## config.mk

```make
export PLATFORM = sky130hd
export DESIGN_NAME = gpio_logic_lut
export DESIGN_NICKNAME = d
export VERILOG_FILES = /design/src/gpio_logic_pkg.sv /design/src/logic_bank.sv /design/src/gpio_logic_lut.sv
export SDC_FILE = /design/constraint.sdc
export NUM_CORES = 1
export LEC_CHECK = 0
export ABC_AREA = 0
export BUFFER_PORTS_ARGS = -buffer_cell sky130_fd_sc_hd__buf_2
export CAP_MARGIN = 20
export CORE_MARGIN = 1.5
export CORE_UTILIZATION = 55
export DETAILED_ROUTE_END_ITERATION = 16
export PLACE_DENSITY = 0.77
export SLEW_MARGIN = 20
export SYNTH_ARGS = -nofsm -noshare
export SYNTH_HDL_FRONTEND = slang
export SYNTH_SLANG_ARGS = --single-unit
export TNS_END_PERCENT = 30
```

## constraint.sdc

```tcl
create_clock -name clock_i -period 3.5 [get_ports clock_i]
set_input_delay 0.175 -clock clock_i [delete_from_list [all_inputs] [get_ports clock_i]]
set_output_delay 0.175 -clock clock_i [all_outputs]
set_load 0.02 [all_outputs]
```

## src/gpio_logic_pkg.sv

```systemverilog
package gpio_logic_pkg;

  // register offsets on the serial register port
  localparam logic [7:0] OFS_TABLE_ONE_OUT_UPPER = 8'h26;
  localparam logic [7:0] OFS_TABLE_ONE_OUT_LOWER = 8'h27;
  localparam logic [7:0] OFS_TABLE_TWO_OUT_UPPER_A = 8'h28;
  localparam logic [7:0] OFS_TABLE_TWO_OUT_LOWER_A = 8'h29;
  localparam logic [7:0] OFS_TABLE_TWO_OUT_UPPER_B = 8'h2A;
  localparam logic [7:0] OFS_TABLE_TWO_OUT_LOWER_B = 8'h2B;
  localparam int unsigned TABLE_COUNT = 6;

  // reset value of every truth table
  localparam logic [7:0] TABLE_RESET = 8'h00;

  // read data for an unmapped offset
  localparam logic [7:0] UNMAPPED_READ = 8'h00;

  // per-bank logic mode
  typedef enum logic [1:0] {
    logic_off,
    logic_three_one,
    logic_three_two,
    logic_other
  } logic_mode_t;

  // one access from the serial port's byte engine
  typedef struct packed {
    logic       wr;
    logic       rd;
    logic [7:0] addr;
    logic [7:0] wdata;
  } reg_req_t;

  // one pin as seen by the pad: level plus enable
  typedef struct packed {
    logic value;
    logic oe;
  } pin_drive_t;

endpackage

```

## src/logic_bank.sv

```systemverilog
`timescale 1ns/1ps
module logic_bank
  import gpio_logic_pkg::*;
#(
  parameter int SEL_W = 3
)
(
  // clock and reset
  input  wire logic                  clock_i,
  input  wire logic                  rst_i,
  // pins feeding the selector
  input  wire logic [SEL_W-1:0]      pins_i,
  // settings
  input  wire logic_mode_t           mode_i,
  input  wire logic [2**SEL_W-1:0]   table_one_i,
  input  wire logic [2**SEL_W-1:0]   table_two_a_i,
  input  wire logic [2**SEL_W-1:0]   table_two_b_i,
  // outputs
  output pin_drive_t                 first_o,
  output pin_drive_t                 second_o,
  output logic [SEL_W-1:0]           pattern_o
);

  if (SEL_W < 1 || SEL_W > 3)
  begin : g_bad_width
    $error("logic_bank: SEL_W must be 1 to 3");
  end

  logic [SEL_W-1:0] sync_a;
  logic [SEL_W-1:0] sync_b;
  logic [SEL_W-1:0] sync_c;
  logic [SEL_W-1:0] next_pattern;
  pin_drive_t       next_first;
  pin_drive_t       next_second;

  // a pin change counts only once the last two stages agree
  always_comb
  begin
    next_pattern = pattern_o;
    if (sync_b == sync_c)
    begin
      next_pattern = sync_c;
    end
  end

  always_comb
  begin
    next_first  = '0;
    next_second = '0;
    case (mode_i)
      logic_three_one:
      begin
        next_first.value = table_one_i[pattern_o];
        next_first.oe    = 1'b1;
      end
      logic_three_two:
      begin
        next_first.value  = table_two_a_i[pattern_o];
        next_first.oe     = 1'b1;
        next_second.value = table_two_b_i[pattern_o];
        next_second.oe    = 1'b1;
      end
      default:
      begin
        // tables stay stored but reach no pin
        next_first  = '0;
        next_second = '0;
      end
    endcase
  end

  always_ff @(posedge clock_i or posedge rst_i)
  begin
    if (rst_i)
    begin
      sync_a    <= '0;
      sync_b    <= '0;
      sync_c    <= '0;
      pattern_o <= '0;
      first_o   <= '0;
      second_o  <= '0;
    end
    else
    begin
      sync_a    <= pins_i;
      sync_b    <= sync_a;
      sync_c    <= sync_b;
      pattern_o <= next_pattern;
      first_o   <= next_first;
      second_o  <= next_second;
    end
  end

endmodule // logic_bank

```

## src/gpio_logic_lut.sv

```systemverilog
`timescale 1ns/1ps
module gpio_logic_lut
  import gpio_logic_pkg::*;
(
  // clock and reset
  input  wire logic        clock_i,
  input  wire logic        rst_i,
  // serial register port accesses
  input  reg_req_t         req_i,
  output logic [7:0]       rdata_o,
  output logic             rvalid_o,
  // logic mode per bank
  input  wire logic_mode_t upper_bank_logic_mode_i,
  input  wire logic_mode_t lower_bank_logic_mode_i,
  // input pins
  input  wire logic [2:0]  io_upper_sel_i,
  input  wire logic [2:0]  io_lower_sel_i,
  // driven pins
  output logic             io11_o,
  output logic             io11_oe_o,
  output logic             io12_o,
  output logic             io12_oe_o,
  output logic             io3_o,
  output logic             io3_oe_o,
  output logic             io4_o,
  output logic             io4_oe_o
);

  logic [7:0] tables [TABLE_COUNT];
  logic [7:0] next_tables [TABLE_COUNT];
  logic [7:0] next_rdata;
  logic       next_rvalid;
  logic       addr_hit;
  logic [2:0] addr_idx;
  logic [2:0] pattern_up;
  logic [2:0] pattern_lo;
  pin_drive_t up_first;
  pin_drive_t up_second;
  pin_drive_t lo_first;
  pin_drive_t lo_second;

  // tables sit at six consecutive offsets, index = offset - first
  always_comb
  begin
    addr_hit = 1'b0;
    addr_idx = 3'h0;
    if (req_i.addr >= OFS_TABLE_ONE_OUT_UPPER && req_i.addr <= OFS_TABLE_TWO_OUT_LOWER_B)
    begin
      addr_hit = 1'b1;
      addr_idx = 3'(req_i.addr - OFS_TABLE_ONE_OUT_UPPER);
    end
  end

  always_comb
  begin
    next_tables = tables;
    next_rvalid = req_i.rd;
    next_rdata  = rdata_o;
    if (req_i.wr && addr_hit)
    begin
      next_tables[addr_idx] = req_i.wdata;
    end
    if (req_i.rd)
    begin
      next_rdata = addr_hit ? tables[addr_idx] : UNMAPPED_READ;
    end
  end

  always_ff @(posedge clock_i or posedge rst_i)
  begin
    if (rst_i)
    begin
      for (int i = 0; i < TABLE_COUNT; i++)
      begin
        tables[i] <= TABLE_RESET;
      end
      rdata_o  <= UNMAPPED_READ;
      rvalid_o <= 1'b0;
    end
    else
    begin
      tables   <= next_tables;
      rdata_o  <= next_rdata;
      rvalid_o <= next_rvalid;
    end
  end

  // upper bank: io 10..8 select, io 11 and io 12 driven
  logic_bank #(
    .SEL_W (3)
  ) u_upper (
    .clock_i       (clock_i),
    .rst_i         (rst_i),
    .pins_i        (io_upper_sel_i),
    .mode_i        (upper_bank_logic_mode_i),
    .table_one_i   (tables[0]),
    .table_two_a_i (tables[2]),
    .table_two_b_i (tables[4]),
    .first_o       (up_first),
    .second_o      (up_second),
    .pattern_o     (pattern_up)
  );

  // lower bank: io 2..0 select, io 3 and io 4 driven
  logic_bank #(
    .SEL_W (3)
  ) u_lower (
    .clock_i       (clock_i),
    .rst_i         (rst_i),
    .pins_i        (io_lower_sel_i),
    .mode_i        (lower_bank_logic_mode_i),
    .table_one_i   (tables[1]),
    .table_two_a_i (tables[3]),
    .table_two_b_i (tables[5]),
    .first_o       (lo_first),
    .second_o      (lo_second),
    .pattern_o     (pattern_lo)
  );

  // bank outputs are already flip-flops, so pins stay registered
  assign io11_o    = up_first.value;
  assign io11_oe_o = up_first.oe;
  assign io12_o    = up_second.value;
  assign io12_oe_o = up_second.oe;
  assign io3_o     = lo_first.value;
  assign io3_oe_o  = lo_first.oe;
  assign io4_o     = lo_second.value;
  assign io4_oe_o  = lo_second.oe;

  // checking helpers
  logic       up_written;
  logic [7:0] up_table;
  logic [7:0] lo_table;
  assign up_table = tables[0];
  assign lo_table = tables[1];

  always_ff @(posedge clock_i or posedge rst_i)
  begin
    if (rst_i)
    begin
      up_written <= 1'b0;
    end
    else if (req_i.wr && req_i.addr == OFS_TABLE_ONE_OUT_UPPER)
    begin
      up_written <= 1'b1;
    end
  end
endmodule // gpio_logic_lut

```

==> results.toml, run 1 <==
[run_status]
status = "finished clean"

[yosys]
syn_nets = 337
yosys.area_share.adder_pct = 1.18
synth_top_area_share_pct = 52.6
synth_edf_count = 0
synth_area_leaders = "dfrtp_1, mux2_1, mux4_2"
postSynth.asyncResetShare_pct = 100
synth_mux_area_share_pct = 24.3
synth_xor_area_share_pct = 1.24
ys.flop_type = "dfrtp_1"
yosysTopAreaCell = "dfrtp_1"
yosys_warnings = 0
yosysSeqAreaShare_pct = 52.6
postSynthAreaPerCell_um2 = 14.0
synthSimpleGateAreaFrac_pct = 10.3
synth.distinct_cells = 43
ys_ff_latch = 89
synth_compound_area_share_pct = 7.84
syn_area_mm2 = 0.00423
synth_top_family_by_area = "multiplexers"
netlist_instances = 303

[power_and_ir_drop]
p_int_uw = 1620
powerDensity_mw_per_mm2 = 447
pwr-share-clk_pct = 36.0
switchingPower_uw = 539
total_power_uw = 2160
p_sw_share_pct = 25.0
combPwrFrac_pct = 10.1
peakVddDrop_v = 0.000406
leakagePower_uw = 0.00224
seqPwrFrac_pct = 53.9

[placement]
dp_hpwl_um = 6500
dpl_cell_area_mm2 = 0.00455
io_buffer_count = 46
dp.cells = 441
gp_congestion = 0.838

[worst_setup_path]
timing_worst_setup_path_type = "in -> reg"
end_kind = "flip-flop"
cp_max_fo = 12
arrival_ns = 2.34
cp-start-kind = "input pin"
crit_required_ns = 3.73

[finish]
nets = 394
n_antenna_cell = 0
final_common_cell = "dfrtp_1"
fin_area_mm2 = 0.00484
drive_above_1_share_pct = 32.1
final_cell_mix = "dfrtp_1, buf_2, mux2_1"
finalNonFillerCells = 464
syn_to_final_growth_pct = 14.4

[sta]
fin_skew_ns = 0.00731
tightest_slew_ns = 0.659
slew_headroom_pct = 55.9
period_needed_ns = 2.11
hold_viol = 0
setup_violations = 0
finalMaxSlewViolations = 0
tns_ns = 0
fmax_mhz = 474
fin_crit_sh_pct = 60.3
whs_ns = 0.0532
rsz0062_at_grt = "no"

[routing]
routed_via_density = 5.96
drc = 0
drtIter0Drc = 148
routedWlPerCell_um = 19.4
routed_wl_um = 9010
num_vias = 2767
ant_nets = 0
firstDrtPassIters = 5

[die]
rows = 31
io_pins = 47
core_area_mm2 = 0.00733
start_util_pct = 57.7
die_h_um = 90.7
dieArea_mm2 = 0.00823
die_width_um = 90.7

[clock_network]
htreeDepth = 3
clock-sinks = 89
cts_resized = 0
cts_buffer_depth = 2
post_cts_buffers = 0
clock_latency_ns = 0.36
root_buffer = "clkbuf_8"
numCtsBuffers = 9
cts.clk_slew.worst_paths_ns = 0.08
cts_tree = "built"

[global_routing]
grt_pass1_wl_um = 15100
grt_overflow_total = 0
grt_max_degree = 43
antenna_found_initial = 0
grt_pass1_vias = 2869
grtUsageTotal_pct = 24.0

[flow_run]
maxCapViolCount = 0

[min_path]
min_path_type = "in -> reg"
## cell families after synthesis
family                   count (synthesis)
XOR/XNOR                                 6
adder cells (fa/ha/maj)                  4
AO/OA/AOI/OAI                           33
AND/OR/NAND/NOR                         71
buffers and inverters                   22
flip-flops                              89
multiplexers                            78
## state kept, by name, summed over array words and instances, names as in the netlist, 3 cells and up
signal / flops
tables: 32
u_upper.pattern_o: 3
u_upper.sync_c: 3
up_table: 8
rdata_o: 8
u_lower.pattern_o: 3
u_lower.sync_c: 3
u_upper.sync_a: 3
lo_table: 8
u_upper.sync_b: 3
u_lower.sync_a: 3
u_lower.sync_b: 3
## layout make-up
| cell class | instances | area (um2) |
|---|---|---|
| inverter | 12 | 46.3 |
| clock inverter | 4 | 76.3 |
| tap | 99 | 124 |
| clock buffer | 12 | 145 |
| sequential | 89 | 2230 |
| multi-input combinational | 192 | 1900 |
| fill | 585 | 2490 |
| timing repair buffer | 56 | 323 |
## synthesized netlist by cell type (2+ instances only)
library cell / number
a211oi_1: 8
a211oi_4: 2
a21oi_1: 2
a221oi_2: 7
buf_4: 2
buf_6: 2
clkbuf_1: 4
dfrtp_1: 89
ha_1: 4
inv_1: 10
mux2_1: 32
mux2_2: 12
mux2_4: 8
mux2i_1: 14
mux4_2: 12
nand2_1: 22
nand3_1: 9
nor2_1: 8
nor2b_1: 10
nor3_4: 3
nor4_1: 8
o211ai_1: 8
o31a_1: 2
o32ai_1: 2
xnor2_1: 2
xor2_1: 4
## layer usage
metal	wire [um]	GRT usage [%]	vias to the layer above	share of wire [%]
met5	0	0	-	0
met4	295	9.79	0	3.3
met3	451	4.80	25	5.0
met2	4440	39.3	94	49
met1	3830	31.2	1412	42
li1	-	-	1236	-
## power by group through the flow
stage	combinational [uW]	clock [uW]	sequential (uW)
after floorplan	185	0	1130
after detailed placement	213	0	1190
after global placement	209	0	1190
final	219	777	1160
after CTS	220	790	1170
after global routing	238	829	1180
## per-stage QoR
| step | worst slack [ns] | util [%] |
|---|---|---|
| finish | 1.39 | 66.0 |
| global route | 1.30 | 66.0 |
| CTS | 1.40 | 66.0 |
| detailed placement | 1.03 | 62.0 |
| global placement | 1.11 | 62.0 |
| floorplan | 1.02 | - |
## path summary, 6_finish.rpt
path / endpoint / slack (ns) / start / cells after the start
max: tables[21]$_DFFE_PP0P_ / 1.39 / req_i[12] / 6
min: rvalid_o$_DFF_PP0_ / 0.05 / req_i[16] / 1
max reg2reg: u_upper.first_o[1]$_DFF_PP0_ / 1.90 / u_upper.pattern_o[1]$_DFFE_PP0N_ / 3
min reg2reg: u_upper.sync_b[1]$_DFF_PP0_ / 0.35 / u_upper.sync_a[1]$_DFF_PP0_ / 0
max in group asynchronous: tables[26]$_DFFE_PP0P_ / 2.27 / rst_i / 4
min in group asynchronous: lo_table[6]$_DFFE_PP0P_ / 0.37 / rst_i / 3
## critical path, cell delays in order
cell	delay, ns
buf_2	0.12
nor4b_4	0.63
o211ai_1	0.17
buf_4	0.24
or4_1	0.62
mux2_1	0.39
## repair_timing
action	CTS	global route
hold buffers	7	0
hold endpoints to repair	28	0
setup endpoints to repair	0	0
(Power assumes the default switching activity.)
==> run 2, diff against run 1 <==
Settings changed: CORE_UTILIZATION 55 to 53.
Clock period 3.5 ns to 1.91 ns, I/O delays scaled along.
==> run 2 against run 1 <==
Effect of this change: worst hold slack lost 0.010 ns; clock skew up 0.0067 ns; core utilization down 2.1 points; final cell count up 2.8%; first-iteration DRC count fell by 11%; critical path type unchanged.
==> results.toml, run 2 (synthesis gave the netlist of run 1 again) <==
[min_path]
hold_depth = 3
min_path_type = "in -> reg"
hp-start = "upper_bank_logic_mode_i[1]"

[placement]
io_buffer_count = 46
gp_congestion = 0.895
dpl_cell_area_mm2 = 0.00465
dp_hpwl_um = 6390

[finish]
final_cell_mix = "dfrtp_1, buf_2, mux2_1"
largest_register = "tables"
final_common_cell = "dfrtp_1"
nets = 404
largest_reg_flops = 32
syn_to_final_growth_pct = 16.7
drive_above_1_share_pct = 34.1
fin_area_mm2 = 0.00493
n_antenna_cell = 0

[sta]
period_needed_ns = 1.69
fin_skew_ns = 0.0140
whs_ns = 0.0431
tightest_slew_ns = 0.477
setup_violations = 0
finalMaxSlewViolations = 0
tns_ns = 0
fmax_mhz = 593
rsz0062_at_grt = "no"
fin_crit_sh_pct = 88.3
slew_headroom_pct = 68.1
hold_viol = 0

[clock_network]
root_buffer = "clkbuf_8"
numCtsBuffers = 9
post_cts_buffers = 0
htreeDepth = 3
clock-sinks = 89
cts_tree = "built"
cts_resized = 0
cts_buffer_depth = 2
clock_latency_ns = 0.36
cts.clk_slew.worst_paths_ns = 0.09

[worst_setup_path]
timing_worst_setup_path_type = "in -> reg"
ff2ff_path_depth = 4
crit_required_ns = 2.18
cp_max_fo = 10
end_kind = "flip-flop"
arrival_ns = 1.96
reg2reg_from = "u_upper.pattern_o[0]$_DFFE_PP0N_"
cp-startpoint = "req_i[16]"
cp-start-kind = "input pin"

[power_and_ir_drop]
pwr-share-clk_pct = 34.4
leakagePower_uw = 0.00228
total_power_uw = 3900
combPwrFrac_pct = 11.5
p_int_uw = 2870
p_sw_share_pct = 26.4
peakVddDrop_v = 0.000517
powerDensity_mw_per_mm2 = 791
seqPwrFrac_pct = 54.2
switchingPower_uw = 1030

[routing]
num_vias = 2722
routed_via_density = 5.71
routedWlPerCell_um = 18.4
drc = 0
routed_wl_um = 8770
ant_nets = 0
firstDrtPassIters = 4
drtIter0Drc = 132

[global_routing]
grt_pass1_vias = 2905
antenna_found_initial = 0
grt_overflow_total = 0
grtUsageTotal_pct = 22.7
grt_pass1_wl_um = 14700
grt_max_degree = 90

[die]
core_area_mm2 = 0.00773
start_util_pct = 54.7
die_width_um = 92.3
io_pins = 47
dieArea_mm2 = 0.00853
die_h_um = 92.3
rows = 32

[flow_run]
maxCapViolCount = 0

[run_status]
status = "finished clean"
==> run 2: path summary, 6_finish.rpt <==
check,endpoint,slack (ns)
min,u_upper.first_o[0]$_DFF_PP0_,0.04
max reg2reg,u_upper.first_o[1]$_DFF_PP0_,0.29
min in group asynchronous,u_upper.sync_a[2]$_DFF_PP0_,0.41
max,rdata_o[5]$_DFFE_PP0P_,0.22
min reg2reg,u_upper.sync_b[1]$_DFF_PP0_,0.35
max in group asynchronous,tables[26]$_DFFE_PP0P_,1.15
==> run 2: final cells by class <==
| cell class | count | area [um2] |
|---|---|---|
| multi-input cells | 192 | 1900 |
| flip-flops and latches | 89 | 2230 |
| inverters | 12 | 48.8 |
| well taps | 102 | 128 |
| fillers | 590 | 2790 |
| repair buffers | 66 | 425 |
| clock buffers | 10 | 138 |
| clock inverters | 6 | 71.3 |
==> run 2: per-layer routing <==
metal	global-route usage [%]	vias to the layer above	part of all wire, %
li1	-	1268	-
met1	31.4	1371	45
met2	36.4	70	48
met3	3.69	13	5.1
met4	8.08	0	1.3
met5	0	-	0
==> run 2: worst max-delay path: stages <==
cell           delay, ns
dlygate4sd3_1       0.52
buf_2               0.24
inv_2               0.17
a211oi_4            0.42
o211ai_1            0.22
a221oi_2            0.30
==> run 2: power groups by stage <==
stage	logic (uW)	clock network, uW	registers (uW)
2_1_floorplan	339	0	2070
3_3_place_gp	423	0	2150
3_5_place_dp	436	0	2150
4_1_cts	450	1370	2120
5_1_grt	485	1450	2140
6_report	447	1340	2110
==> run 2: metrics by stage <==
step / worst slack [ns] / instances / util, %
2_1_floorplan: 0.318 / 303 / -
3_3_place_gp: 0.125 / 453 / 60.1
3_5_place_dp: 0.0641 / 453 / 60.1
4_1_cts: 0.233 / 477 / 63.9
5_1_grt: 0.161 / 477 / 63.9
6_report: 0.223 / 477 / 63.9
==> run 2: what timing repair did <==
action,in CTS,in global routing
setup endpoints to repair,0,0
hold endpoints to repair,96,0
hold buffers,8,0
==> run 3, diff against run 2 <==
Settings changed: CORE_UTILIZATION 53 to 50, PLACE_DENSITY 0.77 to 0.73.
==> run 3 against run 2 <==
Effect of this change: clock power barely moved; critical path depth did not move; via count rose by 0.55%; worst hold slack got worse by 0.027 ns; highest routed layer unchanged; sequential power barely moved.
==> results.toml, run 3 (synthesis gave the netlist of run 1 again) <==
[global_routing]
grtUsageTotal_pct = 22.5
grt_overflow_total = 0
grt_pass1_vias = 2782
antenna_found_initial = 0
grt_pass1_wl_um = 14800
grt_max_degree = 31

[finish]
largest_register = "tables"
final_cell_mix = "dfrtp_1, buf_2, mux2_1"
nets = 406
drive_above_1_share_pct = 34.5
final_common_cell = "dfrtp_1"
largest_reg_flops = 32
syn_to_final_growth_pct = 17.2
n_antenna_cell = 0

[routing]
routed_wl_um = 9080
num_vias = 2737
ant_nets = 0
routedWlPerCell_um = 18.8
firstDrtPassIters = 4
drc = 0
routed_via_density = 5.68
drtIter0Drc = 122

[die]
core_area_mm2 = 0.00822
io_pins = 47
start_util_pct = 51.5
die_width_um = 95.0
rows = 33
die_h_um = 95.0
dieArea_mm2 = 0.00902

[sta]
setup_violations = 0
tns_ns = 0
fmax_mhz = 585
fin_crit_sh_pct = 89.4
rsz0062_at_grt = "no"
setup_ws_ns = 0.202
finalMaxSlewViolations = 0
hold_viol = 0
tightest_slew_ns = 0.670
period_needed_ns = 1.71
fin_skew_ns = 0.00891
slew_headroom_pct = 55.3

[clock_network]
htreeDepth = 3
root_buffer = "clkbuf_8"
cts.clk_slew.worst_paths_ns = 0.09
clock-sinks = 89
post_cts_buffers = 0
cts_buffer_depth = 2
clock_latency_ns = 0.35
numCtsBuffers = 9
cts_tree = "built"

[worst_setup_path]
ff2ff_path_depth = 3
cp-start-kind = "input pin"
slowest_stage = "dlygate4sd3_1"
slowest_delay_ns = 0.52
end_kind = "flip-flop"
cp_max_fo = 10
cp-startpoint = "req_i[16]"
r2r_setup_slack_ns = 0.27
crit_required_ns = 2.17
r2r_end = "u_upper.first_o[1]$_DFF_PP0_"
path_cells = "dlygate4sd3_1 > buf_2 > inv_2 > a211oi_4 > o211ai_1 > a221oi_2"
timing_worst_setup_path_type = "in -> reg"
reg2reg_from = "u_upper.pattern_o[0]$_DFFE_PP0N_"
cp-endpoint = "rdata_o[4]$_DFFE_PP0P_"
arrival_ns = 1.97

[power_and_ir_drop]
p_int_uw = 2900
powerDensity_mw_per_mm2 = 790
seqPwrFrac_pct = 53.9
p_sw_share_pct = 25.9
leakagePower_uw = 0.00229
combPwrFrac_pct = 11.7
switchingPower_uw = 1010
pwr-share-clk_pct = 34.5
peakVddDrop_v = 0.000510

[min_path]
hp-start = "lower_bank_logic_mode_i[1]"
min_path_type = "in -> reg"

[flow_run]
maxCapViolCount = 0

[placement]
io_buffer_count = 46
dp_slack_ns = 0.0708
dp_hpwl_um = 6700
gp_congestion = 0.848

[run_status]
status = "finished clean"
-- run 3: changes by cell type in the layout (fill, tap and decap cells not counted) --
| cell | change |
|---|---|
| clkbuf_8 | +1 |
| clkinv_4 | +1 |
| inv_6 | -2 |
| buf_4 | +2 |
-- run 3: repair_timing --
action / CTS / global route
endpoints found under the hold margin: 34 / 0
hold buffers: 8 / 0
resized for setup: 0 / 0
-- run 3: how the worst min path moves through the flow --
stage / end / depth (start not counted)
final: u_lower.second_o[0]$_DFF_PP0_ / 2
after global routing: u_lower.second_o[0]$_DFF_PP0_ / 2
after CTS: u_lower.second_o[0]$_DFF_PP0_ / 2
after detailed placement: u_lower.sync_a[0]$_DFF_PP0_ / 1
after global placement: u_lower.sync_a[2]$_DFF_PP0_ / 1
after floorplan: rvalid_o$_DFF_PP0_ / 0
-- run 3: layout make-up --
| cell class | instances | area [um2] |
|---|---|---|
| clock buffers | 11 | 151 |
| clock inverters | 5 | 62.6 |
| fillers | 647 | 3260 |
| well taps | 105 | 131 |
| repair buffers | 68 | 440 |
| multi-input cells | 192 | 1900 |
| flip-flops and latches | 89 | 2230 |
| inverters | 12 | 48.8 |
-- run 3: power by group through the flow --
stage	Clock, uW	Combinational (uW)	Sequential [uW]
floorplan	0	339	2070
global placement	0	434	2150
detailed placement	0	444	2150
CTS	1370	460	2120
global route	1440	495	2130
finish	1350	457	2110
-- run 3: routing by layer --
layer / global-route usage (%) / vias to the layer above / routed length (um)
li1: - / 1266 / -
met1: 32.1 / 1386 / 4240
met2: 34.5 / 71 / 4220
met3: 3.78 / 14 / 474
met4: 8.96 / 0 / 153
met5: 0 / - / 0
-- run 3: critical path, delay by kind of cell --
kind | cells | cell delay [ns]
AO/OA/AOI/OAI | 3 | 0.93
buffers and inverters | 3 | 0.94
-- run 3: metrics by stage --
| step | utilization (%) | cell area, um2 | hold WS [ns] | std cells | total power [uW] |
|---|---|---|---|---|---|
| after floorplan | - | 4230 | 0.127 | 303 | 2410 |
| after global placement | 56.8 | 4660 | 0.204 | 458 | 2580 |
| after CTS | 60.3 | 4960 | 0.000745 | 482 | 3950 |
| after global routing | 60.3 | 4960 | 0.0223 | 482 | 4070 |
| final | 60.3 | 4960 | 0.0159 | 482 | 3920 |
| after detailed placement | 56.8 | 4660 | 0.205 | 458 | 2600 |
